<file path="src/common/wcr_defs.svh">
// Register offsets, field positions and reset values of the wakeup clear and reset flag block
`ifndef WCR_DEFS_SVH
`define WCR_DEFS_SVH

`define WCR_ADDR_W 12
`define WCR_OFF_CLEAR 12'h000
`define WCR_OFF_NMI 12'h004
`define WCR_OFF_CAUSE 12'h008

`define WCR_CODE_W 5
`define WCR_NUM_SRC 22
`define WCR_CODE_LAST 5'h15

`define WCR_NMI_W 2
`define WCR_NMI_WDT_BIT 0
`define WCR_NMI_PIN_BIT 1

`define WCR_CAUSE_W 5
`define WCR_PON_BIT 0
`define WCR_PIN_BIT 1
`define WCR_WDT_BIT 2
`define WCR_BUP_BIT 3
`define WCR_DBG_BIT 4
`define WCR_CAUSE_RST 5'h01
`define WCR_RST_SRC_W 4

`endif

</file>
<file path="src/common/wcr_pkg.sv">
// Types shared by the wakeup clear and reset flag block
`default_nettype none
package wcr_pkg;
`include "wcr_defs.svh"

  typedef logic [`WCR_CODE_W-1:0] wcr_code_t;
  typedef logic [`WCR_CAUSE_W-1:0] wcr_cause_t;
  typedef logic [`WCR_NMI_W-1:0] wcr_nmi_t;

  typedef enum logic [0:0] {
    WCR_IDLE = 1'b0,
    WCR_ANSWER = 1'b1
  } wcr_apb_e;
endpackage
`default_nettype wire

</file>
<file path="src/common/wcr_ctl_if.sv">
// Control carrier between the register front end and its two flag keepers
`timescale 1ns/1ps
`default_nettype none
interface wcr_ctl_if;
  import wcr_pkg::*;
  logic clear_stb;
  wcr_code_t clear_code;
  logic cause_wr;
  wcr_cause_t cause_wdata;
  wcr_cause_t cause_q;
  modport ctl (output clear_stb, clear_code, cause_wr, cause_wdata, input cause_q);
  modport wake (input clear_stb, clear_code);
  modport cause (input cause_wr, cause_wdata, output cause_q);
endinterface
`default_nettype wire

</file>
<file path="src/hw/wcr_reset_cause.sv">
// Reset cause flags, kept alive across every reset but power-on
`timescale 1ns/1ps
`default_nettype none
`include "wcr_defs.svh"
module wcr_reset_cause (
  input wire logic pclk,
  input wire logic por_n,
  input wire logic [`WCR_RST_SRC_W-1:0] rst_src,
  wcr_ctl_if.cause c
);
  import wcr_pkg::*;

  typedef struct packed {
    logic [`WCR_RST_SRC_W-1:0] s0;
    logic [`WCR_RST_SRC_W-1:0] s1;
    logic [`WCR_RST_SRC_W-1:0] s2;
    logic [`WCR_RST_SRC_W-1:0] lvl;
    wcr_cause_t flags;
  } wcr_cause_s;

  wcr_cause_s r_reg;
  wcr_cause_s r_next;
  logic [`WCR_RST_SRC_W-1:0] rise;

  assign rise = r_reg.s1 & r_reg.s2 & ~r_reg.lvl;

  always_comb begin
    r_next = r_reg;
    r_next.s0 = rst_src;
    r_next.s1 = r_reg.s0;
    r_next.s2 = r_reg.s1;
    for (int i = 0; i < `WCR_RST_SRC_W; i++) begin
      if (r_reg.s1[i] == r_reg.s2[i]) begin
        r_next.lvl[i] = r_reg.s2[i];
      end
    end
    if (c.cause_wr) begin
      r_next.flags = r_reg.flags & c.cause_wdata;
    end
    // Set wins over a software clear in the same cycle
    r_next.flags[`WCR_PIN_BIT] = r_next.flags[`WCR_PIN_BIT] | rise[0];
    r_next.flags[`WCR_WDT_BIT] = r_next.flags[`WCR_WDT_BIT] | rise[1];
    r_next.flags[`WCR_BUP_BIT] = r_next.flags[`WCR_BUP_BIT] | rise[2];
    r_next.flags[`WCR_DBG_BIT] = r_next.flags[`WCR_DBG_BIT] | rise[3];
  end

  // Only power-on resets this state
  always_ff @(posedge pclk or negedge por_n) begin
    if (!por_n) begin
      r_reg <= {{(4*`WCR_RST_SRC_W){1'b0}}, `WCR_CAUSE_RST};
    end else begin
      r_reg <= r_next;
    end
  end

  assign c.cause_q = r_reg.flags;
endmodule
`default_nettype wire

</file>
<file path="src/hw/wcr_top.sv">
// APB register front end of the wakeup clear, nonmaskable source and reset cause flags
//
// Operation
// Writing a valid 5-bit clear code clears that one latched wakeup request.
// Nonmaskable pin event sets source flag bit 1.
// Watchdog nonmaskable event sets source flag bit 0.
// Reading the nonmaskable source register clears both flags; no write needed.
// Processor system reset request sets debug reset cause bit 4.
// Leaving backup low-power mode sets reset cause bit 3.
// Reset pin sets cause bit 1; watchdog reset sets cause bit 2.
// Power-on reset leaves the power-on cause bit 0 at one.
// Only power-on reset initializes the reset cause register.
// Later resets never set power-on bit; register never clears itself.
// Software clears reset cause flags by writing zero to them.
// A clear code also clears that source's detected-edge status.
// Reserved clear codes do nothing; clear register reads zero.
`timescale 1ns/1ps
`default_nettype none
`include "wcr_defs.svh"
module wcr_top (
  input wire logic pclk,
  input wire logic presetn,
  input wire logic por_n,
  input wire logic [`WCR_ADDR_W-1:0] paddr,
  input wire logic psel,
  input wire logic penable,
  input wire logic pwrite,
  input wire logic [31:0] pwdata,
  output logic [31:0] prdata,
  output logic pready,
  output logic pslverr,
  input wire logic nmi_pin,
  input wire logic nmi_wdt,
  input wire logic [`WCR_NUM_SRC-1:0] wake_src,
  input wire logic [`WCR_RST_SRC_W-1:0] rst_src,
  output logic [`WCR_NUM_SRC-1:0] wake_pending,
  output logic [2*`WCR_NUM_SRC-1:0] edge_status,
  output wcr_pkg::wcr_nmi_t nmi_flags,
  output wcr_pkg::wcr_cause_t cause_flags
);
  import wcr_pkg::*;

  // ----------------------------------------------------------------
  // State
  // ----------------------------------------------------------------
  typedef struct packed {
    wcr_apb_e st;
    logic ready;
    logic slverr;
    logic [31:0] rdata;
    wcr_nmi_t nmi;
    wcr_nmi_t nmi_seen;
    logic [2:0] pin_sync;
    logic pin_lvl;
    logic clr_stb;
    wcr_code_t clr_code;
    logic cause_wr;
    wcr_cause_t cause_wdata;
  } wcr_top_s;

  wcr_top_s r_reg;
  wcr_top_s r_next;
  wcr_ctl_if c ();

  logic pin_rise;
  logic done;
  logic mapped;
  wcr_code_t wr_code;

  // ----------------------------------------------------------------
  // Flag keepers
  // ----------------------------------------------------------------
  wcr_wake_latch #(
    .NUM_SRC(`WCR_NUM_SRC)
  ) u_wake (
    .pclk(pclk),
    .presetn(presetn),
    .wake_src(wake_src),
    .c(c.wake),
    .pending(wake_pending),
    .edge_status(edge_status)
  );

  // Runs on por_n alone so that pin, watchdog, backup and debug resets
  // cannot wipe the cause history
  wcr_reset_cause u_cause (
    .pclk(pclk),
    .por_n(por_n),
    .rst_src(rst_src),
    .c(c.cause)
  );

  assign c.clear_stb = r_reg.clr_stb;
  assign c.clear_code = r_reg.clr_code;
  assign c.cause_wr = r_reg.cause_wr;
  assign c.cause_wdata = r_reg.cause_wdata;

  // ----------------------------------------------------------------
  // Decode helpers
  // ----------------------------------------------------------------
  assign pin_rise = r_reg.pin_sync[1] & r_reg.pin_sync[2] & ~r_reg.pin_lvl;
  assign done = psel & penable & r_reg.ready;
  assign mapped = (paddr == `WCR_OFF_CLEAR) || (paddr == `WCR_OFF_NMI)
    || (paddr == `WCR_OFF_CAUSE);
  assign wr_code = pwdata[`WCR_CODE_W-1:0];

  // ----------------------------------------------------------------
  // Next state
  // ----------------------------------------------------------------
  always_comb begin
    r_next = r_reg;
    r_next.clr_stb = 1'b0;
    r_next.cause_wr = 1'b0;
    r_next.pin_sync = {r_reg.pin_sync[1:0], nmi_pin};
    if (r_reg.pin_sync[1] == r_reg.pin_sync[2]) begin
      r_next.pin_lvl = r_reg.pin_sync[2];
    end
    case (r_reg.st)
      WCR_IDLE: begin
        r_next.ready = 1'b0;
        r_next.slverr = 1'b0;
        if (psel && penable) begin
          // One wait state so that read data leaves a flip-flop
          r_next.st = WCR_ANSWER;
          r_next.ready = 1'b1;
          r_next.rdata = 32'h0000_0000;
          r_next.nmi_seen = 2'h0;
          case (paddr)
            `WCR_OFF_CLEAR: begin
              r_next.rdata = 32'h0000_0000;
            end
            `WCR_OFF_NMI: begin
              if (!pwrite) begin
                r_next.rdata[`WCR_NMI_W-1:0] = r_reg.nmi;
                r_next.nmi_seen = r_reg.nmi;
              end
            end
            `WCR_OFF_CAUSE: begin
              if (!pwrite) begin
                r_next.rdata[`WCR_CAUSE_W-1:0] = c.cause_q;
              end
            end
            default: begin
              r_next.slverr = 1'b1;
            end
          endcase
        end
      end
      WCR_ANSWER: begin
        r_next.st = WCR_IDLE;
        r_next.ready = 1'b0;
        r_next.slverr = 1'b0;
        if (pwrite && !r_reg.slverr) begin
          case (paddr)
            `WCR_OFF_CLEAR: begin
              if (wr_code <= `WCR_CODE_LAST) begin
                r_next.clr_stb = 1'b1;
                r_next.clr_code = wr_code;
              end
            end
            `WCR_OFF_CAUSE: begin
              r_next.cause_wr = 1'b1;
              r_next.cause_wdata = pwdata[`WCR_CAUSE_W-1:0];
            end
            default: begin
              r_next.cause_wr = 1'b0;
            end
          endcase
        end
        // Only bits that were returned are dropped; later events stay
        if (!pwrite && paddr == `WCR_OFF_NMI) begin
          r_next.nmi = r_reg.nmi & ~r_reg.nmi_seen;
        end
      end
      default: begin
        r_next.st = WCR_IDLE;
        r_next.ready = 1'b0;
      end
    endcase
    // Sources win over the read-clear in the same cycle
    if (nmi_wdt) begin
      r_next.nmi[`WCR_NMI_WDT_BIT] = 1'b1;
    end
    if (pin_rise) begin
      r_next.nmi[`WCR_NMI_PIN_BIT] = 1'b1;
    end
  end

  // ----------------------------------------------------------------
  // Registers
  // ----------------------------------------------------------------
  always_ff @(posedge pclk or negedge presetn) begin
    if (!presetn) begin
      r_reg <= '0;
    end else begin
      r_reg <= r_next;
    end
  end

  assign prdata = r_reg.rdata;
  assign pready = r_reg.ready;
  assign pslverr = r_reg.slverr;
  assign nmi_flags = r_reg.nmi;
  assign cause_flags = c.cause_q;

  // ----------------------------------------------------------------
  // Checks
  // ----------------------------------------------------------------
  chk_ready_one_cycle: assert property (
    @(posedge pclk) disable iff (!presetn)
    pready |=> !pready)
    else $error("pready stood longer than one cycle");

  chk_answer_after_wait: assert property (
    @(posedge pclk) disable iff (!presetn)
    psel && penable && !pready |=> pready)
    else $error("access phase not answered after one wait state");

  chk_unmapped_error: assert property (
    @(posedge pclk) disable iff (!presetn)
    done && !mapped |-> pslverr)
    else $error("unmapped address answered without error");

  chk_clear_code_pass: assert property (
    @(posedge pclk) disable iff (!presetn)
    done && pwrite && paddr == `WCR_OFF_CLEAR && wr_code <= `WCR_CODE_LAST
    |=> c.clear_stb && c.clear_code == $past(wr_code) ##1 !c.clear_stb)
    else $error("valid clear code not passed on as one pulse");

  chk_reserved_code: assert property (
    @(posedge pclk) disable iff (!presetn)
    done && pwrite && paddr == `WCR_OFF_CLEAR && wr_code > `WCR_CODE_LAST
    |=> !c.clear_stb)
    else $error("reserved clear code produced a clear");

  chk_clear_reads_zero: assert property (
    @(posedge pclk) disable iff (!presetn)
    done && !pwrite && paddr == `WCR_OFF_CLEAR |-> prdata == 32'h0000_0000)
    else $error("clear register read not zero");

  chk_nmi_pin_set: assert property (
    @(posedge pclk) disable iff (!presetn)
    $rose(r_reg.pin_lvl) |-> nmi_flags[`WCR_NMI_PIN_BIT])
    else $error("accepted pin event did not set pin source flag");

  chk_nmi_wdt_set: assert property (
    @(posedge pclk) disable iff (!presetn)
    nmi_wdt |=> nmi_flags[`WCR_NMI_WDT_BIT])
    else $error("watchdog event did not set watchdog source flag");

  chk_nmi_read_clear: assert property (
    @(posedge pclk) disable iff (!presetn)
    done && !pwrite && paddr == `WCR_OFF_NMI && nmi_flags == prdata[1:0]
    && !nmi_wdt && !pin_rise |=> nmi_flags == 2'h0)
    else $error("nonmaskable flags not cleared by read");

  chk_nmi_flags_hold: assert property (
    @(posedge pclk) disable iff (!presetn)
    nmi_flags[`WCR_NMI_WDT_BIT] && !(done && paddr == `WCR_OFF_NMI)
    |=> nmi_flags[`WCR_NMI_WDT_BIT])
    else $error("watchdog source flag lost without a read");

  chk_nmi_write_ignored: assert property (
    @(posedge pclk) disable iff (!presetn)
    done && pwrite && paddr == `WCR_OFF_NMI && !nmi_wdt && !pin_rise
    |=> nmi_flags == $past(nmi_flags))
    else $error("write to nonmaskable source register changed flags");

  chk_cause_read_back: assert property (
    @(posedge pclk) disable iff (!presetn)
    done && !pwrite && paddr == `WCR_OFF_CAUSE |-> prdata == {27'h0, $past(cause_flags)})
    else $error("reset cause read did not return the flags");

  chk_pon_never_sets: assert property (
    @(posedge pclk) disable iff (!por_n)
    !cause_flags[`WCR_PON_BIT] |=> !cause_flags[`WCR_PON_BIT])
    else $error("power-on cause flag set again after power-up");

  chk_cause_survives: assert property (
    @(posedge pclk) disable iff (!por_n)
    !presetn |=> (cause_flags & $past(cause_flags)) == $past(cause_flags))
    else $error("cause flags lost under a non power-on reset");

  chk_cause_write_zero: assert property (
    @(posedge pclk) disable iff (!presetn || !por_n)
    done && pwrite && paddr == `WCR_OFF_CAUSE && !pwdata[`WCR_PON_BIT]
    |-> ##2 !cause_flags[`WCR_PON_BIT])
    else $error("writing zero did not clear the power-on cause flag");
endmodule
`default_nettype wire

</file>
<file path="src/hw/wcr_wake_latch.sv">
// Latched standby-release requests and their detected-edge status
`timescale 1ns/1ps
`default_nettype none
`include "wcr_defs.svh"
module wcr_wake_latch #(
  parameter int NUM_SRC = `WCR_NUM_SRC
) (
  input wire logic pclk,
  input wire logic presetn,
  input wire logic [NUM_SRC-1:0] wake_src,
  wcr_ctl_if.wake c,
  output logic [NUM_SRC-1:0] pending,
  output logic [2*NUM_SRC-1:0] edge_status
);
  import wcr_pkg::*;

  if (NUM_SRC < 1 || NUM_SRC > (1 << `WCR_CODE_W)) begin : g_bad_num
    $error("NUM_SRC must fit the clear code width");
  end

  typedef struct packed {
    logic [NUM_SRC-1:0] s0;
    logic [NUM_SRC-1:0] s1;
    logic [NUM_SRC-1:0] s2;
    logic [NUM_SRC-1:0] lvl;
    logic [NUM_SRC-1:0] pend;
    logic [NUM_SRC-1:0][1:0] edg;
  } wcr_wake_s;

  wcr_wake_s r_reg;
  wcr_wake_s r_next;
  logic [NUM_SRC-1:0] chg;

  // Change accepted once second and third stage agree
  assign chg = ~(r_reg.s1 ^ r_reg.s2) & (r_reg.s2 ^ r_reg.lvl);

  always_comb begin
    r_next = r_reg;
    r_next.s0 = wake_src;
    r_next.s1 = r_reg.s0;
    r_next.s2 = r_reg.s1;
    for (int i = 0; i < NUM_SRC; i++) begin
      if (c.clear_stb && c.clear_code == 5'(i)) begin
        r_next.pend[i] = 1'b0;
        r_next.edg[i] = 2'h0;
      end
      // A new edge in the clearing cycle survives the clear
      if (chg[i]) begin
        r_next.lvl[i] = r_reg.s2[i];
        r_next.pend[i] = 1'b1;
        r_next.edg[i][r_reg.s2[i] ? 0 : 1] = 1'b1;
      end
    end
  end

  always_ff @(posedge pclk or negedge presetn) begin
    if (!presetn) begin
      r_reg <= '0;
    end else begin
      r_reg <= r_next;
    end
  end

  assign pending = r_reg.pend;
  assign edge_status = r_reg.edg;

  chk_clear_drops_edge: assert property (
    @(posedge pclk) disable iff (!presetn)
    c.clear_stb && c.clear_code < 5'(NUM_SRC) && chg == '0
    |=> pending[$past(c.clear_code)] == 1'b0 && r_reg.edg[$past(c.clear_code)] == 2'h0)
    else $error("clear code did not drop request and edge status");
endmodule
`default_nettype wire

</file>
<file path="config.mk">
export PLATFORM = sky130hd
export DESIGN_NAME = wcr_top
export DESIGN_NICKNAME = d
export VERILOG_FILES = /design/src/common/wcr_pkg.sv /design/src/common/wcr_ctl_if.sv /design/src/hw/wcr_reset_cause.sv /design/src/hw/wcr_top.sv /design/src/hw/wcr_wake_latch.sv
export VERILOG_INCLUDE_DIRS = /design/src /design/src/common
export SDC_FILE = /design/constraint.sdc
export NUM_CORES = 1
export LEC_CHECK = 0
export ABC_AREA = 1
export BUFFER_PORTS_ARGS = -buffer_cell sky130_fd_sc_hd__buf_4
export CAP_MARGIN = 20
export CORE_MARGIN = 5
export CORE_UTILIZATION = 35
export CTS_CLUSTER_DIAMETER = 120
export DETAILED_ROUTE_END_ITERATION = 7
export GPL_TIMING_DRIVEN = 0
export MAX_ROUTING_LAYER = met4
export SLEW_MARGIN = 0
export SYNTH_ARGS = -nofsm -noshare
export SYNTH_HDL_FRONTEND = slang
export SYNTH_SLANG_ARGS = --single-unit
</file>
<file path="constraint.sdc">
create_clock -name pclk -period 1.3 [get_ports pclk]
set_input_delay 0.065 -clock pclk [delete_from_list [all_inputs] [get_ports pclk]]
set_output_delay 0.065 -clock pclk [all_outputs]
set_load 0.02 [all_outputs]
</file>
==> flow_summary.toml, run 1 <==
[setup_path]
crit_family = "flip-flops"
crit_start = "c.clear_code[4]"
critical_path_class = "reg2reg"
worst-path-buf-inv = 1
cp_cell_sequence = "nor2_4 -> nand2_2 -> nor2_2 -> inv_1 -> a21o_1"
end_kind = "flip-flop"
crit_slowest_cell = "dfrtp_2"
reg2reg_setup_slack_ns = 0.03
reg2reg_depth = 5
max_stage_delay_ns = 0.45
worstReg2RegStart = "c.clear_code[4]"
cp-start-kind = "flip-flop"
crit_path_end = "u_wake.pending[12]"
arrival_ns = 1.64
cp.depth = 5
r2r-end = "u_wake.pending[12]"
path_max_fanout = 4
cp.required_ns = 1.68

[clock_network]
cts_max_level = 1
cts_tree = "yes"
cts_sinks = 202
cts_root_buffer = "clkbuf_16"
path_clk_slew_ns = 0.06
numCtsBuffers = 23
clk_latency_ns = 0.51
cts_buffer_depth = 3

[sta]
setup_viol = 0
rsz0062_at_grt = "true"
relSlewSlack = 0.633
period_share = 0.973
finalSetupTns_ns = 0
timing.final.hold_violations = 0
tightest_slew_ns = 0.550
finalMaxSlewViolations = 0
max_freq_mhz = 790
clock_skew_ns = 0.0225
layout_min_cycle_time_ns = 1.27

[worst_hold_path]
hold_class = "in2reg"

[placement]
post_dp_cell_area_um2 = 9450
gp_congestion = 0.768
hpwl_mm = 11.0
portBuffers = 130

[final_layout]
area_growth_pct = 36.5
fin_area_um2 = 10900
num-fill-cells = 2072
fin_nets = 1083
multi_input_area_um2 = 2050
seq_area_um2 = 5060
drive_gt1_frac = 0.332

[floorplanning]
die_area_um2 = 25900
rows = 55
dieWidth_um = 161
ios = 185
design.core.area_um2 = 22600
start_util = 0.354
die_y_um = 161

[synthesis]
ys_ff_latch = 202
synth_cell_types = 30
synth-edff-count = 0
avgSynthCellArea_um2 = 10.4
syn_area_um2 = 7980
synthTopCellsByArea = "dfrtp_1 (63%), buf_4 (9.9%), nand2_1 (8.9%)"
synth_cells = 770
yosysSeqAreaShare = 0.633
synth_top_cell_by_area = "dfrtp_1"
async_flop_share = 1.00
synth_warnings = 0
yosysTopAreaCellShare = 0.630
synthFlopType = "dfrtp_1"

[global_routing]
grt_pass1_vias = 5461
grt_pass1_wl_mm = 25.9
grt_max_degree = 114
antenna_found_initial = 1
grt.overflow.total = 0
globalRouteTotalUtil = 0.123

[power_and_ir_drop]
p_sw_frac = 0.232
sequentialPowerShare = 0.466
p_per_area_nw_per_um2 = 1390
switchingPower_mw = 3.51
comb_power_share = 0.098
p_clk_frac = 0.436
ir_drop_mv = 0.904
power.leakage_nw = 5.35
power.internal_mw = 11.6

[routing]
met1Wirelength_mm = 7.11
first_iter_violations = 202
wl_per_cell_um = 12.0
wl_met3_um = 669
vias = 5388
wl_mm = 15.6
maxUsedRoutingLayer = "met4"
dr_wl_met2_mm = 7.36
detail-route-antenna-nets = 0
avgViaCountPerCell = 4.14
drt_pass1_iterations = 4
drc_errors = 0

[job]
drv_cap = 0

[run_status]
outcome = "completed"
through the flow:
stage / hold slack [ns] / utilization / std cells / worst slack [ns] / total power, mW
2_1_floorplan: -0.231 / - / 796 / 0.165 / 8.00
3_3_place_gp: -0.0399 / 0.417 / 1211 / -0.982 / 8.44
3_5_place_dp: -0.0378 / 0.419 / 1212 / -0.228 / 8.53
4_1_cts: 0.0616 / 0.476 / 1297 / -0.0230 / 15.4
5_1_grt: 0.104 / 0.483 / 1302 / -0.0581 / 15.9
6_report: 0.0827 / 0.483 / 1302 / 0.0347 / 15.1
worst min-delay path, cell delays in order:
cell and delay, ns:
buf_4 0.08, nor2_1 0.03, nand2_1 0.11, nor2_4 0.08, nand3_2 0.13, inv_1 0.05
cells in the mapped netlist (3+ instances only):
cell / number
dfrtp_1: 201
nand2_1: 190
buf_4: 105
inv_1: 82
nor2_1: 51
nand3_1: 43
o21ai_0: 21
a21boi_0: 16
nand4_1: 10
or3_1: 7
a211oi_1: 6
a21o_1: 6
ha_1: 5
mux2_2: 4
a21oi_1: 3
nor2_2: 3
cells by family (layout without fill, tap and decap cells):
kind of cell / after synthesis / in the layout / synth area share
flops: 202 / 202 / 0.633
buf+inv: 191 / 411 / 0.141
fa+ha+maj: 5 / 5 / 0.00784
simple gates: 312 / 312 / 0.168
compound gates: 55 / 55 / 0.0436
mux: 4 / 4 / 0.00564
other cells: 1 / 28 / 0.000470
layout make-up:
cell class              count  share of cell area
multi-input cells         403               0.188
clock inverters             7              0.0107
clock buffers              34              0.0621
diodes                      1            0.000230
well taps                 285              0.0327
repair buffers            181               0.139
inverters                  84              0.0296
flip-flops and latches    202               0.465
plain buffers             105              0.0725
metal layers:
layer / vias to the layer above / global-route usage
met1: 2506 / 0.158
met2: 101 / 0.199
met4: 0 / 0.0341
li1: 2748 / -
met5: - / -
met3: 33 / 0.0258
power by group through the flow:
stage | Sequential [mW] | Clock [mW] | Combinational (mW)
CTS | 7.06 | 6.87 | 1.47
global placement | 7.16 | 0 | 1.29
floorplan | 7.12 | 0 | 0.879
finish | 7.06 | 6.60 | 1.48
detailed placement | 7.17 | 0 | 1.35
global route | 7.12 | 7.10 | 1.71
how the worst min path moves through the flow:
stage,endpoint,slack [ns],from,depth (start not counted)
3_5_place_dp,u_cause.r_next[11],-0.04,por_n,1
4_1_cts,c.clear_stb,0.06,paddr[8],6
5_1_grt,c.cause_wdata[4],0.10,paddr[10],6
2_1_floorplan,c.cause_wdata[0],-0.23,presetn,0
6_report,c.clear_stb,0.08,paddr[8],6
3_3_place_gp,u_cause.r_next[14],-0.04,por_n,1
cell usage in the layout, fill, tap and decap left out, types with 7 or more instances in the layout:
cell type      instances
a21boi_0              16
buf_4                236
clkbuf_16             24
conb_1                27
dfrtp_1              196
dlygate4sd3_1         43
inv_1                 74
inv_2                  8
nand2_1              185
nand3_1               41
nand4_1               10
nor2_1                36
nor2_2                 8
nor2_4                12
o21ai_0               20
or3_1                  7
what timing repair did:
| item | 4_1_cts | 5_1_grt |
|---|---|---|
| hold buffers | 43 | 0 |
| setup endpoints to repair | 39 | 65 |
| hold endpoints to repair | 137 | 0 |
| cloned | 0 | 1 |
| pin swaps | 0 | 10 |
| setup buffers | 2 | 4 |
| resized for setup | 23 | 33 |
Power figures use the tool's default switching activity.
==> run 2, diff against run 1 <==
ABC_AREA = unset   (was 1)
==> flow_summary.toml, run 2 <==
[run_status]
outcome = "finished with violations"
violations = "hold timing, setup timing"

[sta]
finalMaxSlewViolations = 0
period_share = 1.19
relSlewSlack = 0.405
tightest_slew_ns = 0.893
whs_ns = -0.145
timing.final.hold_violations = 4
clock_skew_ns = 0.00876
worst_slack_ns = -0.253
layout_min_cycle_time_ns = 1.55
rsz0062_at_grt = "true"
max_freq_mhz = 644
setup_viol = 69

[final_layout]
final_common_cell = "buf_4"
fin_nets = 926
multi_input_area_um2 = 2250
layout_common_cells = "buf_4 (256), dfrtp_1 (194), a21o_1 (43), dlygate4sd3_1 (40), nand2_1 (28)"
area_growth_pct = 44.0
seq_area_um2 = 5060
fin_area_um2 = 11100
drive_gt1_frac = 0.447
num-fill-cells = 1900

[synthesis]
yosysSeqAreaShare = 0.656
avgSynthCellArea_um2 = 13.5
ys_ff_latch = 202
post-synth-top-count-cell = "dfrtp_1"
synth_top_cell_by_area = "dfrtp_1"
synth-edff-count = 0
synth_cell_types = 38
async_flop_share = 1.00
synthTopCellsByCount = "dfrtp_1 (201), buf_4 (105), a21o_1 (43), nand2_1 (43), nor2_1 (23)"
synthFlopType = "dfrtp_1"
yosysTopAreaCellShare = 0.653
synth_warnings = 0
synth_cells = 571
synthTopCellsByArea = "dfrtp_1 (65%), buf_4 (10%), a21o_1 (4.2%)"
syn_area_um2 = 7700

[floorplanning]
dieWidth_um = 158
die_y_um = 158
design.core.area_um2 = 21800
start_util = 0.354
die_area_um2 = 25100
ios = 185
rows = 54

[global_routing]
grt_pass1_vias = 4911
grt_pass1_wl_mm = 24.6
use_met3 = 0.0310
grt.overflow.total = 0
grt_max_degree = 106
globalRouteTotalUtil = 0.125
met2_usage = 0.200
use_met1 = 0.159
antenna_found_initial = 1
busiest_layer = "met2"

[setup_path]
cp-start-kind = "flip-flop"
path_max_fanout = 5
end_kind = "flip-flop"
critical_path_class = "reg2reg"
cp.required_ns = 1.68
arrival_ns = 1.93

[clock_network]
cts_max_level = 1
clk_latency_ns = 0.49
cts.hold.buffers_added = 41
path_clk_slew_ns = 0.06
cts_root_buffer = "clkbuf_16"
cts_tree = "yes"
cts_sinks = 202
numCtsBuffers = 23
cts_buffer_depth = 3

[routing]
avgViaCountPerCell = 4.30
first_iter_violations = 128
drc_errors = 0
detail-route-antenna-nets = 0
vias = 4889
drt_pass1_iterations = 4
wl_mm = 15.6
wl_per_cell_um = 13.8

[placement]
gp_congestion = 0.716
post_dp_cell_area_um2 = 9220
hpwl_mm = 10.4
portBuffers = 130

[worst_hold_path]
hold_class = "in2reg"

[power_and_ir_drop]
ir_drop_mv = 0.752
power.leakage_nw = 4.95
p_per_area_nw_per_um2 = 1200
total_power_mw = 13.4

[job]
drv_cap = 0
## run 2: changes by cell type after synthesis, sizes merged, moves of 11 or more
cell    delta
mux2      +11
a211o     +21
nand2    -149
inv       -76
a21boi    -16
nor2      -33
nand3     -39
maj3      +21
a21o      +37
nor3b     +22
## run 2: cells by family (layout without fill, tap and decap cells)
logic type | count (synthesis) | count (layout) | share of synthesized area
and+or+nand+nor | 125 | 125 | 0.0926
other | 1 | 28 | 0.000487
buffers and inverters | 113 | 371 | 0.106
DFF | 202 | 202 | 0.656
muxes | 15 | 15 | 0.0219
AOI/OAI and AO/OA | 89 | 89 | 0.0869
adders and majority gates | 26 | 26 | 0.0354
## run 2: per-layer routing
metal	share of wire	vias to the layer above	wire, um
li1	-	2384	-
met5	0	-	0
met4	0.023	0	367
met1	0.44	2369	6820
met2	0.48	109	7480
met3	0.061	27	961
## run 2: final timing paths
kind / to / cells past startpoint / start / slack, ns
worst max-delay path: c.clear_code[0] / 5 / pslverr / -0.25
max in group asynchronous: u_wake.pending[2] / 3 / presetn / 0.25
min in group asynchronous: u_cause.c.cause_q[0] / 2 / por_n / 0.05
worst max register to register: c.clear_code[0] / 5 / pslverr / -0.25
worst min-delay path: prdata[0] / 2 / pwrite / -0.14
worst min register to register: u_wake.r_next[105] / 0 / u_wake.r_next[127] / 0.34
## run 2: cell type report
cell class | count | share of cell area
diodes | 1 | 0.000226
multi-input cells | 282 | 0.203
repair buffers | 222 | 0.173
inverters | 7 | 0.00237
well taps | 280 | 0.0316
clock buffers | 33 | 0.0589
flip-flops and latches | 202 | 0.457
plain buffers | 105 | 0.0724
clock inverters | 4 | 0.00214
## run 2: report_power, final
part           switching [mW]  internal [mW]  leakage [nW]
logic                   0.392          0.436          2.44
clock network            2.41           3.45         0.335
registers               0.148           6.52          2.18
total                    2.95           10.4          4.95
## run 2: critical path, cell delays in order, from the launching register on
cell and delay, ns:
dfrtp_2 0.40, and3b_2 0.27, nand3_4 0.08, nor4b_4 0.23, buf_6 0.17, mux2_4 0.30
## run 2: per-stage QoR
step | setup WS [ns] | setup TNS [ns] | utilization | std cells | hold slack, ns
after CTS | -0.341 | -15.77 | 0.487 | 1104 | -0.196
final | -0.253 | -6.91 | 0.510 | 1136 | -0.145
after detailed placement | -0.591 | -29.31 | 0.424 | 1008 | -0.0328
after global routing | -0.293 | -11.08 | 0.510 | 1136 | -0.161
after floorplan | -0.326 | -3.14 | - | 597 | -0.231
after global placement | -1.21 | -211.72 | 0.422 | 1007 | -0.0354
## run 2: repair_timing
action                                  4_1_cts  5_1_grt
hold endpoints to repair                    146        4
gates cloned                                  0        1
endpoints found under the setup margin       82      108
setup buffers                                19       31
resized for setup                            36       58
pin swaps                                    15       69
